==> config.mk <==
export PLATFORM = sky130hd
export DESIGN_NAME = ia_glue_flat
export DESIGN_NICKNAME = d
export VERILOG_FILES = /design/src/shared/ia_pkg.sv /design/src/shared/ia_link_if.sv /design/src/hw/ia_glue.sv /design/src/flat_wrapper.sv
export VERILOG_INCLUDE_DIRS = /design/src /design/src/shared
export SDC_FILE = /design/constraint.sdc
export NUM_CORES = 1
export LEC_CHECK = 0
export BUFFER_PORTS_ARGS = -buffer_cell sky130_fd_sc_hd__buf_2
export CAP_MARGIN = 20
export CELL_PAD_IN_SITES_DETAIL_PLACEMENT = 1
export CELL_PAD_IN_SITES_GLOBAL_PLACEMENT = 1
export CORE_AREA = 2 2 69 78
export CTS_BUF_LIST = sky130_fd_sc_hd__clkbuf_2 sky130_fd_sc_hd__clkbuf_4 sky130_fd_sc_hd__clkbuf_8
export DETAILED_ROUTE_END_ITERATION = 10
export DIE_AREA = 0 0 71 80
export PLACE_DENSITY = 0.66
export SETUP_SLACK_MARGIN = 0.5
export SYNTH_ARGS = -nofsm -noshare
export SYNTH_HDL_FRONTEND = slang
export SYNTH_SLANG_ARGS = --single-unit
==> constraint.sdc <==
create_clock -name clk -period 2.6 [get_ports clk]
set_clock_uncertainty 0.1 [all_clocks]
set_input_delay 0.13 -clock clk [delete_from_list [all_inputs] [get_ports clk]]
set_output_delay 0.13 -clock clk [all_outputs]
set_load 0.05 [all_outputs]
==> src/shared/ia_defs.svh <==
/*
   timing figures and reset values for the interrupt acknowledge glue.
   assumes a single 40 MHz system clock shared by both ends.
*/
`ifndef IA_DEFS_SVH
`define IA_DEFS_SVH

`define IA_CLK_PERIOD_NS        25
`define IA_ACK_TO_READ_SLOW_NS  350
`define IA_ACK_TO_READ_FAST_NS  250
`define IA_VECTOR_VALID_SLOW_NS 250
`define IA_VECTOR_VALID_FAST_NS 180
`define IA_EXTRA_WAIT_CYCLES    0
`define IA_STAGE_MARGIN_CYCLES  2
`define IA_VECTOR_RESET         8'h00

`endif

==> src/shared/ia_pkg.sv <==
/*
   types and cycle arithmetic shared by both ends of the acknowledge link.
   assumes ia_defs.svh supplies the figures.
*/
package ia_pkg;

   typedef logic [7:0] vector_t;

   typedef enum {PER_IDLE, PER_SETTLE, PER_DRIVE} per_state_e;

   // least time: round up, never below one cycle
   function automatic int unsigned cycles_min(input int unsigned ns, input int unsigned per);
      int unsigned c;
      c = (ns + per - 1) / per;
      return (c < 1) ? 1 : c;
   endfunction

   // longest time: round down, never below one cycle
   function automatic int unsigned cycles_max(input int unsigned ns, input int unsigned per);
      int unsigned c;
      c = ns / per;
      return (c < 1) ? 1 : c;
   endfunction

endpackage

==> src/shared/ia_link_if.sv <==
/*
   peripheral-side acknowledge link between the glue logic and a vectored peripheral.
   assumes both ends run on the same clk; the bench joins the two modports.
*/
`timescale 1ns/100ps
`default_nettype none

interface ia_link_if;
   import ia_pkg::*;

   logic    peripheral_irq_ack_n;
   logic    periph_rd_n;
   logic    periph_wr_n;
   logic    legacy_io_request_n;
   vector_t vec_data;
   logic    vec_oe;
   logic    chain_enable_out;

   modport glue (
      output peripheral_irq_ack_n,
      output periph_rd_n,
      output periph_wr_n,
      output legacy_io_request_n,
      input  vec_data,
      input  vec_oe,
      input  chain_enable_out
   );

   modport periph (
      input  peripheral_irq_ack_n,
      input  periph_rd_n,
      input  periph_wr_n,
      input  legacy_io_request_n,
      output vec_data,
      output vec_oe,
      output chain_enable_out
   );

endinterface

`default_nettype wire

==> src/hw/ia_glue.sv <==
/*
   interrupt acknowledge glue between an 8-bit cpu bus and vectored peripherals.
   assumes cpu strobes are synchronous to clk; peripheral clock equals clk.
*/
`timescale 1ns/100ps
`default_nettype none

`include "ia_defs.svh"

module ia_glue
   import ia_pkg::*;
#(
   parameter bit          FAST_GRADE   = 1'b0,
   parameter bit          SEPARATE_CLK = 1'b0,
   parameter int unsigned EXTRA_WAIT   = `IA_EXTRA_WAIT_CYCLES
)(
   input  wire logic   clk,
   input  wire logic   rst,
   input  wire logic   opcode_fetch_cycle_n,
   input  wire logic   memory_request_n,
   input  wire logic   io_request_n,
   input  wire logic   sys_rd_n,
   input  wire logic   sys_wr_n,
   input  wire logic   sys_wait_n,
   output var  logic   cpu_wait_n,
   output var  vector_t cpu_vector,
   output var  logic   cpu_vector_valid,
   output var  logic   ack_cycle_active,
   ia_link_if.glue     link
);

   localparam int unsigned READ_NS  = FAST_GRADE ? `IA_ACK_TO_READ_FAST_NS
                                                 : `IA_ACK_TO_READ_SLOW_NS;
   localparam int unsigned VEC_NS   = FAST_GRADE ? `IA_VECTOR_VALID_FAST_NS
                                                 : `IA_VECTOR_VALID_SLOW_NS;
   localparam int unsigned READ_TAP = cycles_min(READ_NS, `IA_CLK_PERIOD_NS);
   localparam int unsigned VEC_CYC  = cycles_min(VEC_NS, `IA_CLK_PERIOD_NS);
   // margin covers the registered strobe and the vector capture stage
   localparam int unsigned WAIT_TAP = READ_TAP + VEC_CYC + `IA_STAGE_MARGIN_CYCLES
                                      + EXTRA_WAIT;
   localparam int unsigned DEPTH    = WAIT_TAP + 1;

   logic [DEPTH-1:0] stage_reg;
   logic             synced_ack_detect;
   logic             detect_now;
   logic             stage0_next;
   logic             in_ack;
   logic             read_tap;
   logic             wait_tap;

   logic             ack_n_reg;
   logic             rd_n_reg;
   logic             wr_n_reg;
   logic             legacy_ioreq_n_reg;
   logic             wait_n_reg;
   vector_t          vector_reg;
   logic             vector_valid_reg;

   logic             ack_n_next;
   logic             rd_n_next;
   logic             wr_n_next;
   logic             legacy_ioreq_n_next;
   logic             wait_n_next;

   // fetch with memory request idle can only be an acknowledge
   assign detect_now = ~opcode_fetch_cycle_n & memory_request_n;

   assign in_ack   = stage_reg[0];
   // ack leaves with stage 0 itself, so this tap gives the full read delay
   assign read_tap = stage_reg[READ_TAP-1];
   assign wait_tap = stage_reg[WAIT_TAP];

   // synchronising stage, held clear unless an acknowledge is in flight
   always_ff @(posedge clk or posedge rst) begin
      if (rst) begin
         synced_ack_detect <= 1'b0;
      end else if (opcode_fetch_cycle_n || !memory_request_n) begin
         synced_ack_detect <= 1'b0;
      end else begin
         synced_ack_detect <= 1'b1;
      end
   end

   // delay line; both variants count in clk, which is also the peripheral clock
   always_ff @(posedge clk or posedge rst) begin
      if (rst) begin
         stage_reg <= '0;
      end else if (opcode_fetch_cycle_n) begin
         stage_reg <= '0;
      end else if (SEPARATE_CLK) begin
         if (synced_ack_detect) begin
            stage_reg <= {stage_reg[DEPTH-2:0], 1'b1};
         end
      end else begin
         // memory request active feeds zeros, so fetches never advance it
         stage_reg <= {stage_reg[DEPTH-2:0], detect_now};
      end
   end

   // value stage 0 takes at this edge; ack follows it on the detect edge
   always_comb begin
      if (opcode_fetch_cycle_n) begin
         stage0_next = 1'b0;
      end else if (SEPARATE_CLK) begin
         stage0_next = synced_ack_detect | stage_reg[0];
      end else begin
         stage0_next = detect_now;
      end
   end

   // next values of the peripheral and cpu strobes
   always_comb begin
      ack_n_next = ~stage0_next;
      // read drops with ack when the cycle ends
      rd_n_next  = ~((read_tap & stage0_next) | (~sys_rd_n & ~in_ack));
      wr_n_next  = sys_wr_n;
      // ordinary io passes; acknowledge io waits for the chain to ripple
      legacy_ioreq_n_next = ~(~io_request_n & (opcode_fetch_cycle_n | read_tap));
      wait_n_next = ~((stage0_next & ~wait_tap) | ~sys_wait_n);
   end

   // reset is the peripherals' own reset: read and write both low
   always_ff @(posedge clk or posedge rst) begin
      if (rst) begin
         ack_n_reg          <= 1'b1;
         rd_n_reg           <= 1'b0;
         wr_n_reg           <= 1'b0;
         legacy_ioreq_n_reg <= 1'b1;
      end else begin
         ack_n_reg          <= ack_n_next;
         rd_n_reg           <= rd_n_next;
         wr_n_reg           <= wr_n_next;
         legacy_ioreq_n_reg <= legacy_ioreq_n_next;
      end
   end

   // cpu wait, held released during reset
   always_ff @(posedge clk or posedge rst) begin
      if (rst) begin
         wait_n_reg <= 1'b1;
      end else begin
         wait_n_reg <= wait_n_next;
      end
   end

   // vector captured from the peripheral while it drives during acknowledge
   always_ff @(posedge clk or posedge rst) begin
      if (rst) begin
         vector_reg       <= `IA_VECTOR_RESET;
         vector_valid_reg <= 1'b0;
      end else if (!in_ack) begin
         vector_valid_reg <= 1'b0;
      end else if (link.vec_oe && !rd_n_reg && !ack_n_reg) begin
         vector_reg       <= link.vec_data;
         vector_valid_reg <= 1'b1;
      end
   end

   // status seen by the cpu side
   always_ff @(posedge clk or posedge rst) begin
      if (rst) begin
         ack_cycle_active <= 1'b0;
      end else begin
         ack_cycle_active <= in_ack;
      end
   end

   assign link.peripheral_irq_ack_n = ack_n_reg;
   assign link.periph_rd_n          = rd_n_reg;
   assign link.periph_wr_n          = wr_n_reg;
   assign link.legacy_io_request_n  = legacy_ioreq_n_reg;
   assign cpu_wait_n                = wait_n_reg;
   assign cpu_vector                = vector_reg;
   assign cpu_vector_valid          = vector_valid_reg;

endmodule

`default_nettype wire

==> src/flat_wrapper.sv <==
// flat-port wrapper written by rule: the top's interface ports become plain ports
module ia_glue_flat import ia_pkg::*;
#(
   parameter bit          FAST_GRADE   = 1'b0,
   parameter bit          SEPARATE_CLK = 1'b0,
   parameter int unsigned EXTRA_WAIT   = `IA_EXTRA_WAIT_CYCLES
)
  (clk, rst, opcode_fetch_cycle_n, memory_request_n, io_request_n, sys_rd_n, sys_wr_n, sys_wait_n, cpu_wait_n, cpu_vector, cpu_vector_valid, ack_cycle_active, link_peripheral_irq_ack_n, link_periph_rd_n, link_periph_wr_n, link_legacy_io_request_n, link_vec_data, link_vec_oe, link_chain_enable_out);
  ia_link_if link_i ();
  input  wire logic clk;
  input  wire logic rst;
  input  wire logic opcode_fetch_cycle_n;
  input  wire logic memory_request_n;
  input  wire logic io_request_n;
  input  wire logic sys_rd_n;
  input  wire logic sys_wr_n;
  input  wire logic sys_wait_n;
  output var  logic cpu_wait_n;
  output var  vector_t cpu_vector;
  output var  logic cpu_vector_valid;
  output var  logic ack_cycle_active;
  output wire logic [$bits(link_i.peripheral_irq_ack_n)-1:0] link_peripheral_irq_ack_n;
  output wire logic [$bits(link_i.periph_rd_n)-1:0] link_periph_rd_n;
  output wire logic [$bits(link_i.periph_wr_n)-1:0] link_periph_wr_n;
  output wire logic [$bits(link_i.legacy_io_request_n)-1:0] link_legacy_io_request_n;
  input wire logic [$bits(link_i.vec_data)-1:0] link_vec_data;
  input wire logic [$bits(link_i.vec_oe)-1:0] link_vec_oe;
  input wire logic [$bits(link_i.chain_enable_out)-1:0] link_chain_enable_out;
  assign link_peripheral_irq_ack_n = link_i.peripheral_irq_ack_n;
  assign link_periph_rd_n = link_i.periph_rd_n;
  assign link_periph_wr_n = link_i.periph_wr_n;
  assign link_legacy_io_request_n = link_i.legacy_io_request_n;
  assign link_i.vec_data = link_vec_data;
  assign link_i.vec_oe = link_vec_oe;
  assign link_i.chain_enable_out = link_chain_enable_out;
  ia_glue #(.FAST_GRADE(FAST_GRADE), .SEPARATE_CLK(SEPARATE_CLK), .EXTRA_WAIT(EXTRA_WAIT)) u_core (.clk(clk), .rst(rst), .opcode_fetch_cycle_n(opcode_fetch_cycle_n), .memory_request_n(memory_request_n), .io_request_n(io_request_n), .sys_rd_n(sys_rd_n), .sys_wr_n(sys_wr_n), .sys_wait_n(sys_wait_n), .cpu_wait_n(cpu_wait_n), .cpu_vector(cpu_vector), .cpu_vector_valid(cpu_vector_valid), .ack_cycle_active(ack_cycle_active), .link(link_i));
endmodule
==> results by group, run 1 <==
Layout
  • Sequential cell area: 1055 um2
  • Core Util, Final: just under 40%
  • # diodes: 0
  • Final nets: 158
  • Area of the multi-input gates: 352.8 um2
  • Max reg flops: 27
  • Non-Filler Instances: 199
  • Share of cells above drive strength 1: 36.88%
  • Area delta synth->final: 31.41%
  • Fillcell total: 508

CTS
  • Htree depth: 2
  • Later-pin clock latency in the skew report: just under 0.3 ns
  • Clk sinks: 42
  • CTS Hold Buffers Added: 14
  • Clk slew on worst S/H paths: 0.08 ns
  • Clk root buf: clkbuf_8
  • CTS buffer count: 5
  • Clk buf depth: 2
  • CTS tree: built
  • Post-CTS Resized: 0
  • Post-CTS Setup Inserts: 0

Outcome
  • Outcome: completed

Setup path
  • R2R Path Start: u_core.link.periph_rd_n
  • Critical Path End Type: register
  • Kind of critical path: reg2reg
  • Worst Reg2Reg Path Length in Cells: 2
  • CP Max Fanout: 8
  • FF-to-FF setup slack: a little over 1 ns
  • Crit path launch type: register
  • CP required: 2.68 ns
  • CP Launch Point: u_core.link.periph_rd_n
  • Reg2reg end: u_core.cpu_vector[5]
  • Worst path arrival time: 1.65 ns

Floorplanning
  • Die area: 5680 um2
  • Initial Util: 29.27%
  • Core Area: 4898 um2
  • # IOs: 33
  • Die Y: approximately 80 um
  • # rows: 27
  • Die Span X: 71 um

Synth
  • Syn Std Cell Area: 1434 um2
  • Most used standard cell by instance count after synthesis: dfrtp_1
  • Synth area leaders: dfrtp_1, mux2_4, nor2b_1
  • Syn Nets: ~110
  • Share of the synthesized area in the top cell type: 68.06%
  • Area leader, netlist: dfrtp_1
  • Count of cell types in the netlist: 15
  • Post-synth top cells: dfrtp_1, nor2b_1, and2b_1
  • Yosys reg bits: 42
  • Syn avg cell area: roughly 16 um2
  • Primary FF master, synth: dfrtp_1
  • FFs w/ async S/R, synth: 100.0%
  • Sequential element share of the synthesized area: 73.56%
  • Mapped Cells: 89
  • Yosys warns: 0
  • EDFF count, synth: 0

STA
  • Tmin final: 1.566 ns
  • Post-route setup slack: 1.034 ns
  • Relative slew slack: 40.01%
  • Final hold viol count: 0
  • Final setup viols: 0
  • Unrepaired setup endpoints after global routing: no
  • Final Max Slew Viols: 0
  • Fin crit share: 60.24%
  • Fmax: 638.4 MHz
  • Setup_tns: 0 ns
  • Worst-margin pin slew: 0.8988 ns

Placed design
  • Port Buf Inserts: 31
  • Placed cell count: approximately 180
  • GP Congestion: 0.7044
  • Pre-CTS WS: 1.053 ns
  • Dpl hpwl: between 1500 and 2000 um

Run
  • Number of max-cap violations: 0

Route
  • Starting DRT DRC Count: 31
  • Via count: 830
  • DRC Markers: 0
  • Routed WL: 2556 um
  • Vias per cell: 4.171
  • WL per Instance: 12.84 um
  • DRT Pass-1 Iters: 2
  • Post-route ant nets: 0

Global routing
  • Largest net degree at the start of global routing: 29
  • First-pass GRT wire length: 4388 um
  • Total grt overflow: 0
  • Vias in the first global route: 860
  • Initial antenna violation count: 0
  • Gr usage total: 10.51%

Hold path
  • Worst min-delay path startpoint: link_vec_oe
  • Hold crit path type: in2reg
  • Hold Path End: u_core.cpu_vector_valid
  • Hold path depth: 3

Power and ir drop
  • PwrDens: 699.9 nW/um2
  • IR drop worst, VDD: ~0.18 mV
  • Tot Pwr: ~1300 uW
  • LEAKAGE: roughly 0.0010 uW
## logic make-up after synthesis
kind of cell	after synthesis	synth area share, %
buffers and inverters	5	1.833
multiplexers	8	8.377
AND/OR/NAND/NOR	30	14.31
AO/OA/AOI/OAI	4	1.919
flip-flops	42	73.56
## how the worst max path moves through the flow
stage / to / slack (ns) / cells past startpoint
5_1_grt: u_core.cpu_vector[5] / 0.96 / 2
3_3_place_gp: u_core.cpu_vector[3] / 1.10 / 2
6_report: u_core.cpu_vector[5] / 1.03 / 2
4_1_cts: u_core.cpu_vector[0] / 1.03 / 2
2_1_floorplan: u_core.cpu_vector[0] / 1.02 / 3
3_5_place_dp: u_core.cpu_vector[2] / 1.05 / 2
## layout make-up
| type | instances | area share, % |
|---|---|---|
| clock buffers | 6 | 4.050 |
| multi-input cells | 42 | 18.73 |
| flip-flops and latches | 42 | 55.98 |
| clock inverters | 2 | 0.5312 |
| inverters | 2 | 0.3984 |
| repair buffers | 47 | 16.47 |
| well taps | 58 | 3.851 |
## power breakdown
group / switching [uW] / internal (uW) / leakage (uW)
combinational: 142 / 75.0 / 0.000387
sequential: 15.4 / 684 / 0.000561
clock: 206 / 196 / 0.0000484
total: 364 / 955 / 0.000996
## per-layer routing
metal	global-route usage [%]	wire length, um	vias to the layer above
met5	0	0	-
met4	6.792	75	0
met3	3.157	125	7
met2	16.07	1239	27
met1	12.84	1117	415
li1	-	-	381
## worst max-delay path, cell delays in order (launching register included)
cell and delay, ns:
dfrtp_1 0.40, and4bb_1 0.60, mux2_4 0.35
## cell usage in the layout (no fill, tap or decap)
| cell | count |
|---|---|
| dfrtp_1 | 39 |
| buf_2 | 31 |
| nor2b_1 | 16 |
| dlygate4sd3_1 | 14 |
| and2b_1 | 10 |
| mux2_4 | 8 |
| clkbuf_8 | 5 |
| dfstp_2 | 3 |
| inv_1 | 2 |
| o21a_1 | 2 |
| clkinv_2 | 2 |
| buf_4 | 2 |
| and4bb_1 | 1 |
| nand2b_1 | 1 |
| nor2_1 | 1 |
| a21oi_1 | 1 |
| o21bai_1 | 1 |
| nor3b_1 | 1 |
| clkbuf_4 | 1 |
## through the flow
step                      area (um2)  hold slack [ns]
final                           1884           0.1662
after global routing            1884           0.1546
after CTS                       1884           0.1494
after detailed placement        1658           0.1401
after global placement          1658           0.1417
after floorplan                 1434          0.06143
Power figures use the tool's default switching activity.
==> inputs of run 2 (changes only) <==
Settings changed: ABC_AREA set to 1, CORE_AREA 2 2 69 78 to 2 2 70 79, DIE_AREA 0 0 71 80 to 0 0 72 81, PLACE_DENSITY 0.66 to 0.7.
Clock period 2.6 ns to 1.3 ns, I/O delays scaled along.
==> run 2 against run 1 <==
Final cell count increased by 30%. Area after synthesis grew 3.1%. Die area rose by 2.7%. Count of clock-buffer cells in the layout grew 1. Core utilization increased by 3.5 points. Register-to-register slack got worse by 0.96 ns. Design area increased by 15%. Combinational power grew to 2.5 times the previous value. Sequential cell count unchanged. The run now ends with hold timing left.
==> results by group, run 2 <==
STA
  • Fmax: 806.3 MHz
  • Final setup viols: 0 (unchanged)
  • Post-route setup slack: 0.05976 ns (-0.9739 ns)
  • Final Max Slew Viols: 0 (unchanged)
  • Relative slew slack: 74.07% (+34 points)
  • Setup_tns: 0 ns (unchanged)
  • Tmin final: 1.240 ns
  • Hold Slack: -0.3479 ns (-0.5141 ns)
  • Unrepaired setup endpoints after global routing: yes
  • Final hold viol count: 43 (+43)
  • Fin crit share: 95.40%
  • Worst-margin pin slew: 0.3882 ns (-0.5106 ns)

CTS
  • CTS tree: built
  • Clk buf depth: 2 (unchanged)
  • Htree depth: 2 (unchanged)
  • CTS buffer count: 5 (unchanged)
  • Clk root buf: clkbuf_8
  • CTS Hold Buffers Added: 11 (-3)
  • Clk slew on worst S/H paths: 0.08 ns (about the same)
  • Clk sinks: 42 (unchanged)
  • Later-pin clock latency in the skew report: 0.30 ns (about the same)

Floorplanning
  • # rows: 28 (+3.7%)
  • Die Y: 81 um (+1.3%)
  • Die Span X: 72 um (+1.4%)
  • Die area: 5832 um2 (+2.7%)
  • Core Area: 5150 um2 (+5.1%)
  • Initial Util: 28.72% (-0.55 points)
  • # IOs: 33 (unchanged)

Layout
  • Area delta synth->final: 46.19%
  • # diodes: 0 (unchanged)
  • Most common cell after layout, fill and taps aside: dfrtp_1
  • Max reg flops: 27 (unchanged)
  • Most frequent cells in the layout: dfrtp_1, inv_1, nor2_1
  • Core Util, Final: 41.98% (+3.5 points)
  • Share of cells above drive strength 1: 32.83% (-4.1 points)
  • Final nets: 215 (+36%)

Setup path
  • Crit-path cells: buf_8
  • Critical path's slowest cell: dfstp_4
  • Critical Path End Type: output pin
  • CP required: 1.13 ns (-1.55 ns)
  • Buf+Inv Stages, Crit Path: 1 (+1)
  • Kind of critical path: reg2out
  • CP delay by family, top: flip-flops
  • CP Max Fanout: 3 (-5)
  • Crit path launch type: register
  • Worst path arrival time: 1.08 ns (-0.57 ns)
  • CP max stage delay: 0.64 ns (+0.04 ns)

Synth
  • Post-synth top cells: dfrtp_1, inv_1, nor2_1
  • Mapped Cells: 137 (+54%)
  • EDFF count, synth: 0 (unchanged)
  • Syn avg cell area: 10.80 um2 (-33%)
  • FFs w/ async S/R, synth: 100.0% (unchanged)
  • Count of cell types in the netlist: 14 (-1)
  • Area leader, netlist: dfrtp_1
  • Share of the synthesized area in the top cell type: 65.99% (-2.1 points)
  • Yosys reg bits: 42 (unchanged)
  • Primary FF master, synth: dfrtp_1
  • Most used standard cell by instance count after synthesis: dfrtp_1
  • Syn Std Cell Area: 1479 um2 (+3.1%)
  • Synth area leaders: dfrtp_1, inv_1, nor2_1
  • Sequential element share of the synthesized area: 71.32% (-2.2 points)
  • Yosys warns: 0 (unchanged)
  • Syn Nets: 155 (+45%)

Route
  • Vias per cell: 4.171 (about the same)
  • Starting DRT DRC Count: 72 (+130%)
  • Via count: 1076 (+30%)
  • Post-route ant nets: 0 (unchanged)
  • Routed WL: 3303 um (+29%)
  • DRC Markers: 0 (unchanged)
  • DRT Pass-1 Iters: 4 (+2)
  • WL per Instance: 12.80 um (-0.33%)

Global routing
  • Total grt overflow: 0 (unchanged)
  • Vias in the first global route: 1156 (+34%)
  • Initial antenna violation count: 0 (unchanged)
  • Largest net degree at the start of global routing: 20 (-31%)
  • Gr usage total: 12.59% (+2.1 points)
  • First-pass GRT wire length: 5464 um (+25%)

Placed design
  • Dpl hpwl: 1947 um (+25%)
  • Pre-CTS WS: 0.1666 ns (-0.8867 ns)
  • GP Congestion: 0.6657 (-5.5%)
  • Port Buf Inserts: 31 (unchanged)

Power and ir drop
  • PwrDens: 1400 nW/um2 (+100%)
  • IR drop worst, VDD: 0.4146 mV (+130%)
  • LEAKAGE: 0.001133 uW (+14%)

Outcome
  • Violated checks: hold timing
  • Outcome: finished with violations

Hold path
  • Hold crit path type: in2async

Run
  • Number of max-cap violations: 0 (unchanged)
run 2: power breakdown:
group | internal (uW) | switching [uW]
Clock | 617 | 443
Combinational | 222 | 330
Sequential | 1370 | 45.4
run 2: cells by family (layout without fill, tap and decap cells):
family	count (synthesis)	in the layout	share of synthesized area, %
and+or+nand+nor	57	59	17.94
DFF	42	42	71.32
buffers and inverters	35	94	9.560
AOI/OAI and AO/OA	3	3	1.184
run 2: area by class of cell:
cell class | count | area (um2)
fill | 577 | 2988
sequential | 42 | 1060
timing repair buffer | 54 | 476.7
multi-input combinational | 62 | 312.8
inverter | 32 | 123.9
clock buffer | 7 | 83.83
tap | 60 | 75.07
clock inverter | 1 | 30.03
run 2: final timing paths:
| kind | slack (ns) | from | depth (start not counted) | endpoint |
|---|---|---|---|---|
| worst max-delay path | 0.06 | u_core.link.peripheral_irq_ack_n | 1 | link_peripheral_irq_ack_n |
| worst min register to register | 0.35 | u_core.stage_reg[8] | 2 | u_core.stage_reg[9] |
| worst max register to register | 0.07 | u_core.link.peripheral_irq_ack_n | 5 | u_core.cpu_vector[0] |
| worst min-delay path | -0.35 | rst | 2 | u_core.stage_reg[18] |
| max in group asynchronous | 0.97 | rst | 3 | u_core.cpu_wait_n |
| min in group clk | -0.11 | sys_rd_n | 3 | u_core.link.periph_rd_n |
run 2: layer usage:
layer	share of wire (%)	track usage, %	vias to the layer above
li1	-	-	513
met1	41	14.08	529
met2	53	22.96	27
met3	3.7	3.350	7
met4	1.6	4.528	0
met5	0	0	-
run 2: what timing repair did:
item / 4_1_cts / 5_1_grt
setup endpoints to repair: 26 / 26
buffers inserted: 5 / 4
endpoints found under the hold margin: 54 / 27
gates resized for setup: 36 / 3
cloned: 2 / 0
pin swaps: 4 / 2
run 2: through the flow:
step / cells / instance area (um2) / hold slack (ns) / total power [uW]
after CTS: 254 / 2125 / -0.3469 / 3016
after detailed placement: 228 / 1732 / -0.02328 / 1820
after global routing: 258 / 2162 / -0.3186 / 3149
after global placement: 228 / 1732 / -0.02505 / 1811
after floorplan: 137 / 1488 / -0.04462 / 1705
final: 258 / 2162 / -0.3479 / 3026
